==> src/common/lcc_pkg.sv <==
// shared constants and carriers for the cache configuration register bank
package lcc_pkg;

    //////////////////////////////////////////////////////////////////////////
    // register offsets (byte addresses on the register port)
    localparam logic [11:0] LCC_OFF_TYPE = 12'h004;
    localparam logic [11:0] LCC_OFF_CTRL = 12'h100;
    localparam logic [11:0] LCC_OFF_AUX = 12'h104;

    //////////////////////////////////////////////////////////////////////////
    // type register field positions
    localparam int LCC_TYPE_CTYPE_HI = 28;
    localparam int LCC_TYPE_CTYPE_LO = 25;
    localparam int LCC_TYPE_H_BIT = 24;
    localparam int LCC_TYPE_DWAY_LO = 20;
    localparam int LCC_TYPE_DASSOC_BIT = 18;
    localparam int LCC_TYPE_DLINE_LO = 12;
    localparam int LCC_TYPE_IWAY_LO = 8;
    localparam int LCC_TYPE_IASSOC_BIT = 6;
    localparam int LCC_TYPE_ILINE_LO = 0;
    localparam logic [1:0] LCC_CTYPE_FIXED = 2'h3;
    localparam logic [1:0] LCC_LINE_32B = 2'h0;
    localparam logic LCC_UNIFIED = 1'b0;

    //////////////////////////////////////////////////////////////////////////
    // control and auxiliary field positions and reset values
    localparam int LCC_CTRL_EN_BIT = 0;
    localparam logic [31:0] LCC_CTRL_RESET = 32'h0000_0000;
    localparam int LCC_AUX_WAY_HI = 19;
    localparam int LCC_AUX_WAY_LO = 17;
    localparam int LCC_AUX_ASSOC_BIT = 16;
    localparam int LCC_AUX_RAZ_BIT = 31;
    localparam int LCC_AUX_RAO_BIT = 25;
    localparam logic [31:0] LCC_AUX_RESET = 32'h0202_0000;

    //////////////////////////////////////////////////////////////////////////
    // associativity figures for the capacity product
    localparam logic [4:0] LCC_WAYS_LOW = 5'h08;
    localparam logic [4:0] LCC_WAYS_HIGH = 5'h10;

    //////////////////////////////////////////////////////////////////////////
    // write response codes
    localparam logic [1:0] LCC_RESP_OKAY = 2'h0;
    localparam logic [1:0] LCC_RESP_SLVERR = 2'h2;
    localparam logic [1:0] LCC_RESP_DECERR = 2'h3;

    // register port request
    typedef struct packed {
        logic valid;
        logic write;
        logic secure;
        logic [11:0] addr;
        logic [31:0] wdata;
    } lcc_req_s;

    // register port answer
    typedef struct packed {
        logic valid;
        logic [1:0] code;
        logic [31:0] rdata;
    } lcc_resp_s;

    // sequencer states, gray along idle-sync-update-respond
    typedef enum logic [1:0] {
        LCC_IDLE = 2'b00,
        LCC_SYNC = 2'b01,
        LCC_UPDATE = 2'b11,
        LCC_RESP = 2'b10
    } lcc_state_e;

endpackage : lcc_pkg

==> src/lcc_way_decode.sv <==
`timescale 1ns/10ps
// way size decode and total capacity from the auxiliary fields
module lcc_way_decode
    import lcc_pkg::*;
(
    // auxiliary fields
    input wire logic [2:0] way_code,
    input wire logic assoc_sel,
    // decoded figures
    output logic [9:0] way_kb,
    output logic [13:0] total_kb
);

    logic [4:0] ways;

    // reserved code 000 folds onto the smallest size, 111 onto the largest
    always_comb begin
        case (way_code)
            3'h0: way_kb = 10'h010;
            3'h1: way_kb = 10'h010;
            3'h2: way_kb = 10'h020;
            3'h3: way_kb = 10'h040;
            3'h4: way_kb = 10'h080;
            3'h5: way_kb = 10'h100;
            3'h6: way_kb = 10'h200;
            default: way_kb = 10'h200;
        endcase
    end

    // capacity is way size times ways
    assign ways = assoc_sel ? LCC_WAYS_HIGH : LCC_WAYS_LOW;
    assign total_kb = 14'(way_kb * ways);

endmodule : lcc_way_decode

==> src/lcc_config_regs.sv <==
`timescale 1ns/10ps
// cache type, main control and auxiliary configuration registers
// Summary of operation
// - type bits 28:25 read 11xy from the two lockdown build options.
// - type register is read only, bit 24 zero, reserved bits zero.
// - auxiliary way size 19:17 copied to type bits 22:20 and 10:8.
// - auxiliary bit 16 copied to type bits 18 and 6.
// - line length code 00 in type bits 13:12 and 1:0.
// - capacity equals reported way size times reported associativity.
// - control readable by anyone, changed only by secure writes.
// - non-secure control write leaves it unchanged, answers DECERR.
// - enable change locks ports, syncs, updates, then answers.
// - control bit 0 enables cache, resets to 0, bits 31:1 zero.
// - non-secure auxiliary write discarded with DECERR, reads open to all.
// - auxiliary write while cache enabled answers SLVERR.
// - DECERR wins over SLVERR on auxiliary writes.
// - way size codes 001..110 decode 16KB..512KB, 000 as 16KB.
module lcc_config_regs
    import lcc_pkg::*;
#(
    parameter bit LOCKDOWN_PER_MASTER_OPTION = 1'b0,
    parameter bit LOCKDOWN_PER_LINE_OPTION = 1'b0
)
(
    // clock and reset
    input wire logic core_clk,
    input wire logic rst,
    // register port
    input wire lcc_req_s req,
    output logic req_ready,
    output lcc_resp_s resp,
    // cache drain handshake
    output logic ports_locked,
    output logic sync_req,
    input wire logic sync_done,
    // configuration seen by the cache
    output logic cache_enable,
    output logic [31:0] aux_config,
    output logic [9:0] way_size_kb,
    output logic [13:0] cache_size_kb
);

    //////////////////////////////////////////////////////////////////////////
    // state

    lcc_state_e state_r;
    lcc_state_e state_nxt;
    logic ctrl_en_r;
    logic [31:0] auxiliary_config_reg_r;
    logic pend_en_r;
    logic resp_valid_r;
    logic [1:0] resp_code_r;
    logic [31:0] resp_rdata_r;
    logic [31:0] cache_type_info;
    logic [31:0] cache_main_control;
    logic [31:0] aux_view;
    logic take;
    logic hit_type;
    logic hit_ctrl;
    logic hit_aux;
    logic ctrl_accept;
    logic aux_accept;

    //////////////////////////////////////////////////////////////////////////
    // decode

    // requests are taken only while idle
    assign req_ready = (state_r == LCC_IDLE);
    assign take = req.valid && req_ready;
    assign hit_type = (req.addr == LCC_OFF_TYPE);
    assign hit_ctrl = (req.addr == LCC_OFF_CTRL);
    assign hit_aux = (req.addr == LCC_OFF_AUX);
    assign ctrl_accept = take && req.write && hit_ctrl && req.secure;
    assign aux_accept = take && req.write && hit_aux && req.secure && !ctrl_en_r;

    //////////////////////////////////////////////////////////////////////////
    // read views

    // type register assembled from build options and auxiliary fields
    always_comb begin
        cache_type_info = 32'h0000_0000;
        cache_type_info[LCC_TYPE_CTYPE_HI -: 2] = LCC_CTYPE_FIXED;
        cache_type_info[LCC_TYPE_CTYPE_LO + 1] = LOCKDOWN_PER_MASTER_OPTION;
        cache_type_info[LCC_TYPE_CTYPE_LO] = LOCKDOWN_PER_LINE_OPTION;
        cache_type_info[LCC_TYPE_H_BIT] = LCC_UNIFIED;
        cache_type_info[LCC_TYPE_DWAY_LO +: 3] =
            auxiliary_config_reg_r[LCC_AUX_WAY_HI:LCC_AUX_WAY_LO];
        cache_type_info[LCC_TYPE_IWAY_LO +: 3] =
            auxiliary_config_reg_r[LCC_AUX_WAY_HI:LCC_AUX_WAY_LO];
        cache_type_info[LCC_TYPE_DASSOC_BIT] = auxiliary_config_reg_r[LCC_AUX_ASSOC_BIT];
        cache_type_info[LCC_TYPE_IASSOC_BIT] = auxiliary_config_reg_r[LCC_AUX_ASSOC_BIT];
        cache_type_info[LCC_TYPE_DLINE_LO +: 2] = LCC_LINE_32B;
        cache_type_info[LCC_TYPE_ILINE_LO +: 2] = LCC_LINE_32B;
    end

    // control view, only the enable bit is live
    always_comb begin
        cache_main_control = 32'h0000_0000;
        cache_main_control[LCC_CTRL_EN_BIT] = ctrl_en_r;
    end

    // auxiliary view with fixed reserved bits
    always_comb begin
        aux_view = auxiliary_config_reg_r;
        aux_view[LCC_AUX_RAZ_BIT] = 1'b0;
        aux_view[LCC_AUX_RAO_BIT] = 1'b1;
    end

    //////////////////////////////////////////////////////////////////////////
    // sequencer for control writes

    // drain, then update, then answer
    always_comb begin
        case (state_r)
            LCC_IDLE: state_nxt = ctrl_accept ? LCC_SYNC : LCC_IDLE;
            LCC_SYNC: state_nxt = sync_done ? LCC_UPDATE : LCC_SYNC;
            LCC_UPDATE: state_nxt = LCC_RESP;
            LCC_RESP: state_nxt = LCC_IDLE;
            default: state_nxt = LCC_IDLE;
        endcase
    end

    always_ff @(posedge core_clk) begin
        if (rst) begin
            state_r <= LCC_IDLE;
        end else begin
            state_r <= state_nxt;
        end
    end

    // value to be written, held during the drain
    always_ff @(posedge core_clk) begin
        if (rst) begin
            pend_en_r <= 1'b0;
        end else if (ctrl_accept) begin
            pend_en_r <= req.wdata[LCC_CTRL_EN_BIT];
        end
    end

    // ports stay locked through the update step, sync asserted until drained
    assign ports_locked = (state_r == LCC_SYNC) || (state_r == LCC_UPDATE);
    assign sync_req = (state_r == LCC_SYNC);

    //////////////////////////////////////////////////////////////////////////
    // register storage

    // enable changes only in the update step
    always_ff @(posedge core_clk) begin
        if (rst) begin
            ctrl_en_r <= LCC_CTRL_RESET[LCC_CTRL_EN_BIT];
        end else if (state_r == LCC_UPDATE) begin
            ctrl_en_r <= pend_en_r;
        end
    end

    // auxiliary write only when secure and cache disabled
    always_ff @(posedge core_clk) begin
        if (rst) begin
            auxiliary_config_reg_r <= LCC_AUX_RESET;
        end else if (aux_accept) begin
            auxiliary_config_reg_r <= req.wdata;
        end
    end

    //////////////////////////////////////////////////////////////////////////
    // answers

    // one-cycle answer, delayed for control writes until after update
    always_ff @(posedge core_clk) begin
        if (rst) begin
            resp_valid_r <= 1'b0;
            resp_code_r <= LCC_RESP_OKAY;
            resp_rdata_r <= 32'h0000_0000;
        end else if (state_r == LCC_UPDATE) begin
            resp_valid_r <= 1'b1;
            resp_code_r <= LCC_RESP_OKAY;
            resp_rdata_r <= 32'h0000_0000;
        end else if (take && !ctrl_accept) begin
            resp_valid_r <= 1'b1;
            resp_rdata_r <= 32'h0000_0000;
            resp_code_r <= LCC_RESP_OKAY;
            if (!(hit_type || hit_ctrl || hit_aux)) begin
                resp_code_r <= LCC_RESP_DECERR;
            end else if (!req.write) begin
                // reads open to secure and non-secure
                if (hit_type) begin
                    resp_rdata_r <= cache_type_info;
                end else if (hit_ctrl) begin
                    resp_rdata_r <= cache_main_control;
                end else begin
                    resp_rdata_r <= aux_view;
                end
            end else if (hit_ctrl) begin
                resp_code_r <= LCC_RESP_DECERR;
            end else if (hit_aux && !req.secure) begin
                resp_code_r <= LCC_RESP_DECERR;
            end else if (hit_aux && ctrl_en_r) begin
                resp_code_r <= LCC_RESP_SLVERR;
            end
        end else begin
            resp_valid_r <= 1'b0;
        end
    end

    assign resp.valid = resp_valid_r;
    assign resp.code = resp_code_r;
    assign resp.rdata = resp_rdata_r;

    //////////////////////////////////////////////////////////////////////////
    // configuration outputs

    assign cache_enable = ctrl_en_r;
    assign aux_config = aux_view;

    // capacity from the same fields the type register reports
    lcc_way_decode u_way_decode (
        .way_code(auxiliary_config_reg_r[LCC_AUX_WAY_HI:LCC_AUX_WAY_LO]),
        .assoc_sel(auxiliary_config_reg_r[LCC_AUX_ASSOC_BIT]),
        .way_kb(way_size_kb),
        .total_kb(cache_size_kb)
    );

endmodule : lcc_config_regs

==> config.mk <==
export PLATFORM = sky130hd
export DESIGN_NAME = lcc_config_regs
export DESIGN_NICKNAME = d
export VERILOG_FILES = /design/src/common/lcc_pkg.sv /design/src/lcc_way_decode.sv /design/src/lcc_config_regs.sv
export SDC_FILE = /design/constraint.sdc
export NUM_CORES = 1
export LEC_CHECK = 0
export BUFFER_PORTS_ARGS = -buffer_cell sky130_fd_sc_hd__buf_4
export CORE_AREA = 2 2 88 90
export CTS_CLUSTER_DIAMETER = 60
export DETAILED_ROUTE_END_ITERATION = 8
export DIE_AREA = 0 0 90 92
export PLACE_DENSITY_LB_ADDON = 0.15
export SETUP_SLACK_MARGIN = 0.2
export SYNTH_ARGS = -nofsm -noshare
export SYNTH_HDL_FRONTEND = slang
export SYNTH_SLANG_ARGS = --single-unit
==> constraint.sdc <==
create_clock -name core_clk -period 1.8 [get_ports core_clk]
set_input_delay 0.18 -clock core_clk [delete_from_list [all_inputs] [get_ports core_clk]]
set_output_delay 0.18 -clock core_clk [all_outputs]
set_load 0.1 [all_outputs]
Word-level counts from Yosys, hierarchy flattened
Index checks and enable logic that the tools add are counted.
{"block": "word_totals", "elab_cells": 55, "reg_bits": 70, "inputBits": 50, "output_inout_bits": 95}
{"block": "classes", "mul": 1, "reduce_logical": 20, "muxes": 16, "eq_ne": 11}
{"operator": "2-to-1 mux 31 bit", "count": 4}
{"operator": "case mux 10 bit (5 select lines)", "count": 1}
{"operator": "== test 12 x 9 -> 1 bit, second input constant", "count": 2}
{"operator": "multiplier 10 x 5 -> 14 bit", "count": 1}
{"operator": "== test 12 x 3 -> 1 bit, second input constant", "count": 1}
{"operator": "2-to-1 mux 2 bit", "count": 6}
{"operator": "logical AND 1 bit", "count": 10}
{"operator": "case mux 2 bit (4 select lines)", "count": 1}
{"operator": "== test 3 x 2 -> 1 bit, second input constant", "count": 2}
{"operator": "== test 3 bit, second input constant", "count": 2}
{"operator": "2-to-1 mux 5 bit", "count": 1}
{"operator": "== test 2 bit, second input constant", "count": 2}
{"operator": "OR reduction 2 bit", "count": 2}
{"operator": "== test 3 x 1 -> 1 bit, second input constant", "count": 1}
{"operator": "logical NOT 1 bit", "count": 3}
{"operator": "logical NOT 3 bit", "count": 1}
{"operator": "logical OR 1 bit", "count": 3}
{"operator": "2-to-1 mux 1 bit", "count": 3}
{"operator": "== test 2 x 1 -> 1 bit, second input constant", "count": 1}
{"operator": "logical NOT 2 bit", "count": 1}

Longest topological paths before layout
{"block": "depth", "depth_word": 9, "depth_mapped": 8, "mapped_depth_nobuf": 8}

Modules after synthesis
From an unflattened synthesis, not the netlist that was laid out.
{"block": "hier_totals", "hier_cells": 353, "hier_area_um2": 3110.5}
{"mod": "lcc_config_regs", "area_each_um2": 2801.4, "seq_area_each_um2": 1361.3, "n_inst": 1, "cells_per_inst": 308}
{"mod": "lcc_way_decode", "area_each_um2": 309.0, "seq_area_each_um2": 0.0, "n_inst": 1, "cells_per_inst": 45}

Least setup slack after synthesis
No wires, ideal clock.
{"block": "synth_timing", "path_kind": "reg2out", "start": "register auxiliary_config_reg_r[19]", "end": "output port cache_size_kb[12]", "path_stages_with_launch": 6, "setup_slack_ns": -2.277, "arrival_ns": 3.897, "required_ns": 1.620, "path_buffers": 0, "cell_sequence": "dfxtp_1 nand2b_1 nor2_1 mux2i_1 xnor2_1 fa_1"}
{"block": "synth_between", "elab_chain_cells": 4, "word_cells_on_any_way": 9, "classes_between": "1 x mul; 5 x eq/ne; 1 x mux; 2 x reduce/logical"}
{"element": "start: declaration", "line": "lcc_config_regs.sv:49", "text": "logic [31:0] auxiliary_config_reg_r;"}
{"element": "start signal: assignment", "line": "lcc_config_regs.sv:161", "text": "auxiliary_config_reg_r <= req.wdata;"}
{"element": "== test 3 x 1 -> 1 bit / logical NOT 3 bit (equally long branches)", "line": "lcc_way_decode.sv:18", "text": "case (way_code)"}
{"element": "OR reduction 2 bit (no source line)"}
{"element": "case mux 10 bit (5 select lines) (*)", "line": "lcc_way_decode.sv:18"}
{"element": "net way_size_kb[8]", "line": "lcc_config_regs.sv:39", "text": "output logic [9:0] way_size_kb,"}
{"element": "multiplier 10 x 5 -> 14 bit (*)", "line": "lcc_way_decode.sv:32", "text": "assign total_kb = 14'(way_kb * ways);"}
{"element": "end: declaration", "line": "lcc_config_regs.sv:40", "text": "output logic [13:0] cache_size_kb"}
Mark *: on every way through the listed nets, which the timed path passes. The rest lies on a longest branch.

Worst setup path in the final report
{"block": "layout_timing", "start": "register auxiliary_config_reg_r[18]", "end": "output port cache_size_kb[12]"}
{"block": "layout_between", "elab_chain_cells": 4, "word_cells_on_any_way": 9, "classes_between": "1 x mul; 5 x eq/ne; 1 x mux; 2 x reduce/logical"}
{"element": "== test 3 x 1 -> 1 bit / logical NOT 3 bit (equally long branches)", "line": "lcc_way_decode.sv:18"}
{"element": "OR reduction 2 bit (no source line)"}
{"element": "case mux 10 bit (5 select lines) (*)", "line": "lcc_way_decode.sv:18"}
{"element": "multiplier 10 x 5 -> 14 bit (*)", "line": "lcc_way_decode.sv:32"}
Mark *: on every way between the ends. The rest lies on a longest branch, timed or not.

==> flow_metrics.tcl <==
set metrics [dict create \
    p_comb_share_pct 13.4 \
    rows 32 \
    ios 145 \
    path_clk_slew_ns 0.08 \
    synth_xor_area_share_pct 0.906 \
    worst_clock_skew_ns 0.0114 \
    grtUsageTotal_pct 20.9 \
    power.density_nw_per_um2 706 \
    clk_latency_ns 0.34 \
    path_max_fanout 4 \
    pwr-share-seq_pct 47.8 \
    synth_top_flop_cell "dfxtp_1" \
    synthMuxAreaShare_pct 1.51 \
    r2r_start "state_r[0]" \
    coreArea_sq_um 7450 \
    drt_iter0_drc 91 \
    cts.sinks 68 \
    start_util_pct 38.9 \
    required_ns 1.62 \
    synth_compound_gate_area_share_pct 23.7 \
    min_period_ns 2.03 \
    area_growth_pct 53.5 \
    wl_per_cell_um 15.5 \
    synthAdderAreaFrac_pct 2.85 \
    violations "setup timing" \
    status "complete, but fails checks" \
    p_sw_share_pct 28.1 \
    arrival_ns 1.85 \
    drc 0 \
    syn_area_sq_um 2900 \
    yosys.area_share.simple_pct 14.7 \
    postRouteAntennaNets 0 \
    grt_pass1_vias 2791 \
    final-hold-violation-count 0 \
    power_mw 3.14 \
    power_leakage_nw 1.87 \
    end_kind "primary output" \
    hp-class "primary input to flip-flop" \
    worstSetupStartpointType "flip-flop" \
    nNetsFinal 503 \
    via_per_inst 5.01 \
    dieHeight_um 92 \
    seq_area_sq_um 1380 \
    fmax_ghz 0.493 \
    irDropWorstVdd_mv 0.383 \
    p_int_mw 2.26 \
    synth_top_family_by_area "compound AO/OA/AOI/OAI gates" \
    synth_cells 318 \
    num_vias 2778 \
    grt.overflow.total 0 \
    setup_ws_ns -0.228 \
    synth_edf_count 0 \
    antenna_cells 0 \
    ys_async_sr_fraction_pct 0 \
    setup_viol 3 \
    antenna_found_initial 0 \
    fill_cells 683 \
    report.final.slew_viol_count 0 \
    cts_buffers 9 \
    h-tree-depth 3 \
    netSwitchingPower_mw 0.883 \
    io_buffers 128 \
    totalWireLength_mm 8.61 \
    cp-startpoint "auxiliary_config_reg_r[18]" \
    first_pass_iters 4 \
    synth_warnings 0 \
    rsz0062_at_grt "true" \
    synth_cell_types 33 \
    critPathKind "flip-flop to primary output" \
    multi_input_area_sq_um 1520 \
    ys_seq_area_share_pct 47.0 \
    worstHoldStart "req[18]" \
    synth_area_per_cell_sq_um 9.12 \
    cts_root_buffer "clkbuf_8" \
    grt_pass1_wl_mm 13.8 \
    dpl.hpwl_mm 6.08 \
    die_w_um 90 \
    min_period_over_period_pct 113 \
    cts_tree "yes" \
    ys_seq_elements 68 \
    fp.dieArea_sq_um 8280 \
    cts_buffer_depth 2 \
    grt_max_degree 38 \
    p_clk_share_pct 38.8 \
    layout-drive-gt1-share_pct 44.7 \
    drv_cap 0 \
    post-place-ws_ns -0.0210 \
    gp_congestion 0.812 \
]
## area by class of cell
type / instances / share of cell area [%]
inverter: 3 / 0.253
tap: 102 / 2.87
multi-input combinational: 217 / 34.2
clock buffer: 9 / 2.78
sequential: 68 / 31.0
clock inverter: 7 / 1.52
timing repair buffer: 148 / 27.3
## Yosys cell counts, types with 5 or more instances
cell / n / area share [%]
nand2_1: 6 / 0.78
buf_2: 10 / 1.7
nand3_1: 33 / 5.7
clkbuf_1: 15 / 1.9
ha_1: 5 / 2.2
dfxtp_1: 68 / 47
buf_4: 19 / 4.9
o21ai_0: 31 / 5.4
nor2b_1: 7 / 1.5
nor2_1: 12 / 1.6
o2bb2ai_1: 11 / 3.3
a21oi_1: 45 / 7.8
a22o_1: 19 / 5.7
## registers in the layout, indices dropped and copies added, names as in the netlist
name and flops:
state_r 2, cache_enable 1, resp_rdata_r 31, pend_en_r 1, resp_valid_r 1, auxiliary_config_reg_r 30, resp_code_r 2
## power groups by stage
| stage | Sequential (mW) | Clock (mW) | Combinational [mW] |
|---|---|---|---|
| 3_3_place_gp | 1.54 | 0 | 0.395 |
| 4_1_cts | 1.50 | 1.24 | 0.417 |
| 6_report | 1.50 | 1.22 | 0.420 |
| 5_1_grt | 1.50 | 1.31 | 0.440 |
| 2_1_floorplan | 1.56 | 0 | 0.290 |
| 3_5_place_dp | 1.54 | 0 | 0.396 |
## what timing repair did
item / 4_1_cts / 5_1_grt
cloned: 0 / 0
setup endpoints to repair: 5 / 58
setup buffers: 2 / 1
gates resized for setup: 27 / 7
endpoints found under the hold margin: 0 / 0
hold buffers: 0 / 0
pin swaps: 7 / 3
## logic make-up (layout without fill, tap and decap cells)
| kind of cell | count (synthesis) | after routing |
|---|---|---|
| DFF | 68 | 68 |
| buffers and inverters | 48 | 167 |
| adders and majority gates | 6 | 6 |
| muxes | 4 | 4 |
| xor gates and xnor gates | 3 | 3 |
| and+or+nand+nor | 76 | 76 |
| other | 2 | 17 |
| AOI/OAI and AO/OA | 111 | 111 |
## through the flow
stage	std cells	cell area (sq um)	utilization, %	TNS [ns]	hold slack, ns
finish	554	4450	59.8	-0.608	0.0901
global route	554	4450	59.8	-0.781	0.0802
CTS	553	4420	59.4	-0.629	0.0813
detailed placement	535	4100	55.0	-0.0210	0.444
global placement	535	4100	55.0	-0.00184	0.446
floorplan	333	3100	-	-4.74	0.322
## placed cells by master, fill, tap and decap left out, drive strengths merged, types with 3 or more instances in the layout
master / count
a21oi: 45
a22o: 19
and2: 3
and4b: 3
buf: 148
clkbuf: 9
clkinv: 4
conb: 17
dfxtp: 68
ha: 5
inv: 3
mux2: 3
nand2: 6
nand3: 33
nor2: 12
nor2b: 7
nor3: 3
o21ai: 31
o2bb2ai: 11
xnor2: 3
## path summary, 6_finish.rpt
kind / slack, ns / cells past startpoint / to
setup / recovery: -0.23 / 6 / cache_size_kb[12]
hold reg to reg: 0.46 / 1 / resp_rdata_r[25]
hold / removal: 0.09 / 3 / auxiliary_config_reg_r[18]
setup reg to reg: 0.30 / 5 / resp_rdata_r[26]
## layer usage
layer / GRT usage, % / vias to the layer above / wire [um]
met5: 0 / - / 0
met4: 7.05 / 0 / 85
met3: 5.26 / 7 / 429
met2: 36.0 / 85 / 4300
met1: 25.5 / 1315 / 3790
li1: - / 1371 / -
## worst max-delay path: stages, from the launching register on
cell and delay (ns):
dfxtp_4 0.39, nand2b_4 0.17, nor2_4 0.05, mux2i_1 0.16, xnor2_1 0.11, fa_2 0.43
buf_8 0.19
(Power assumes the default switching activity.)
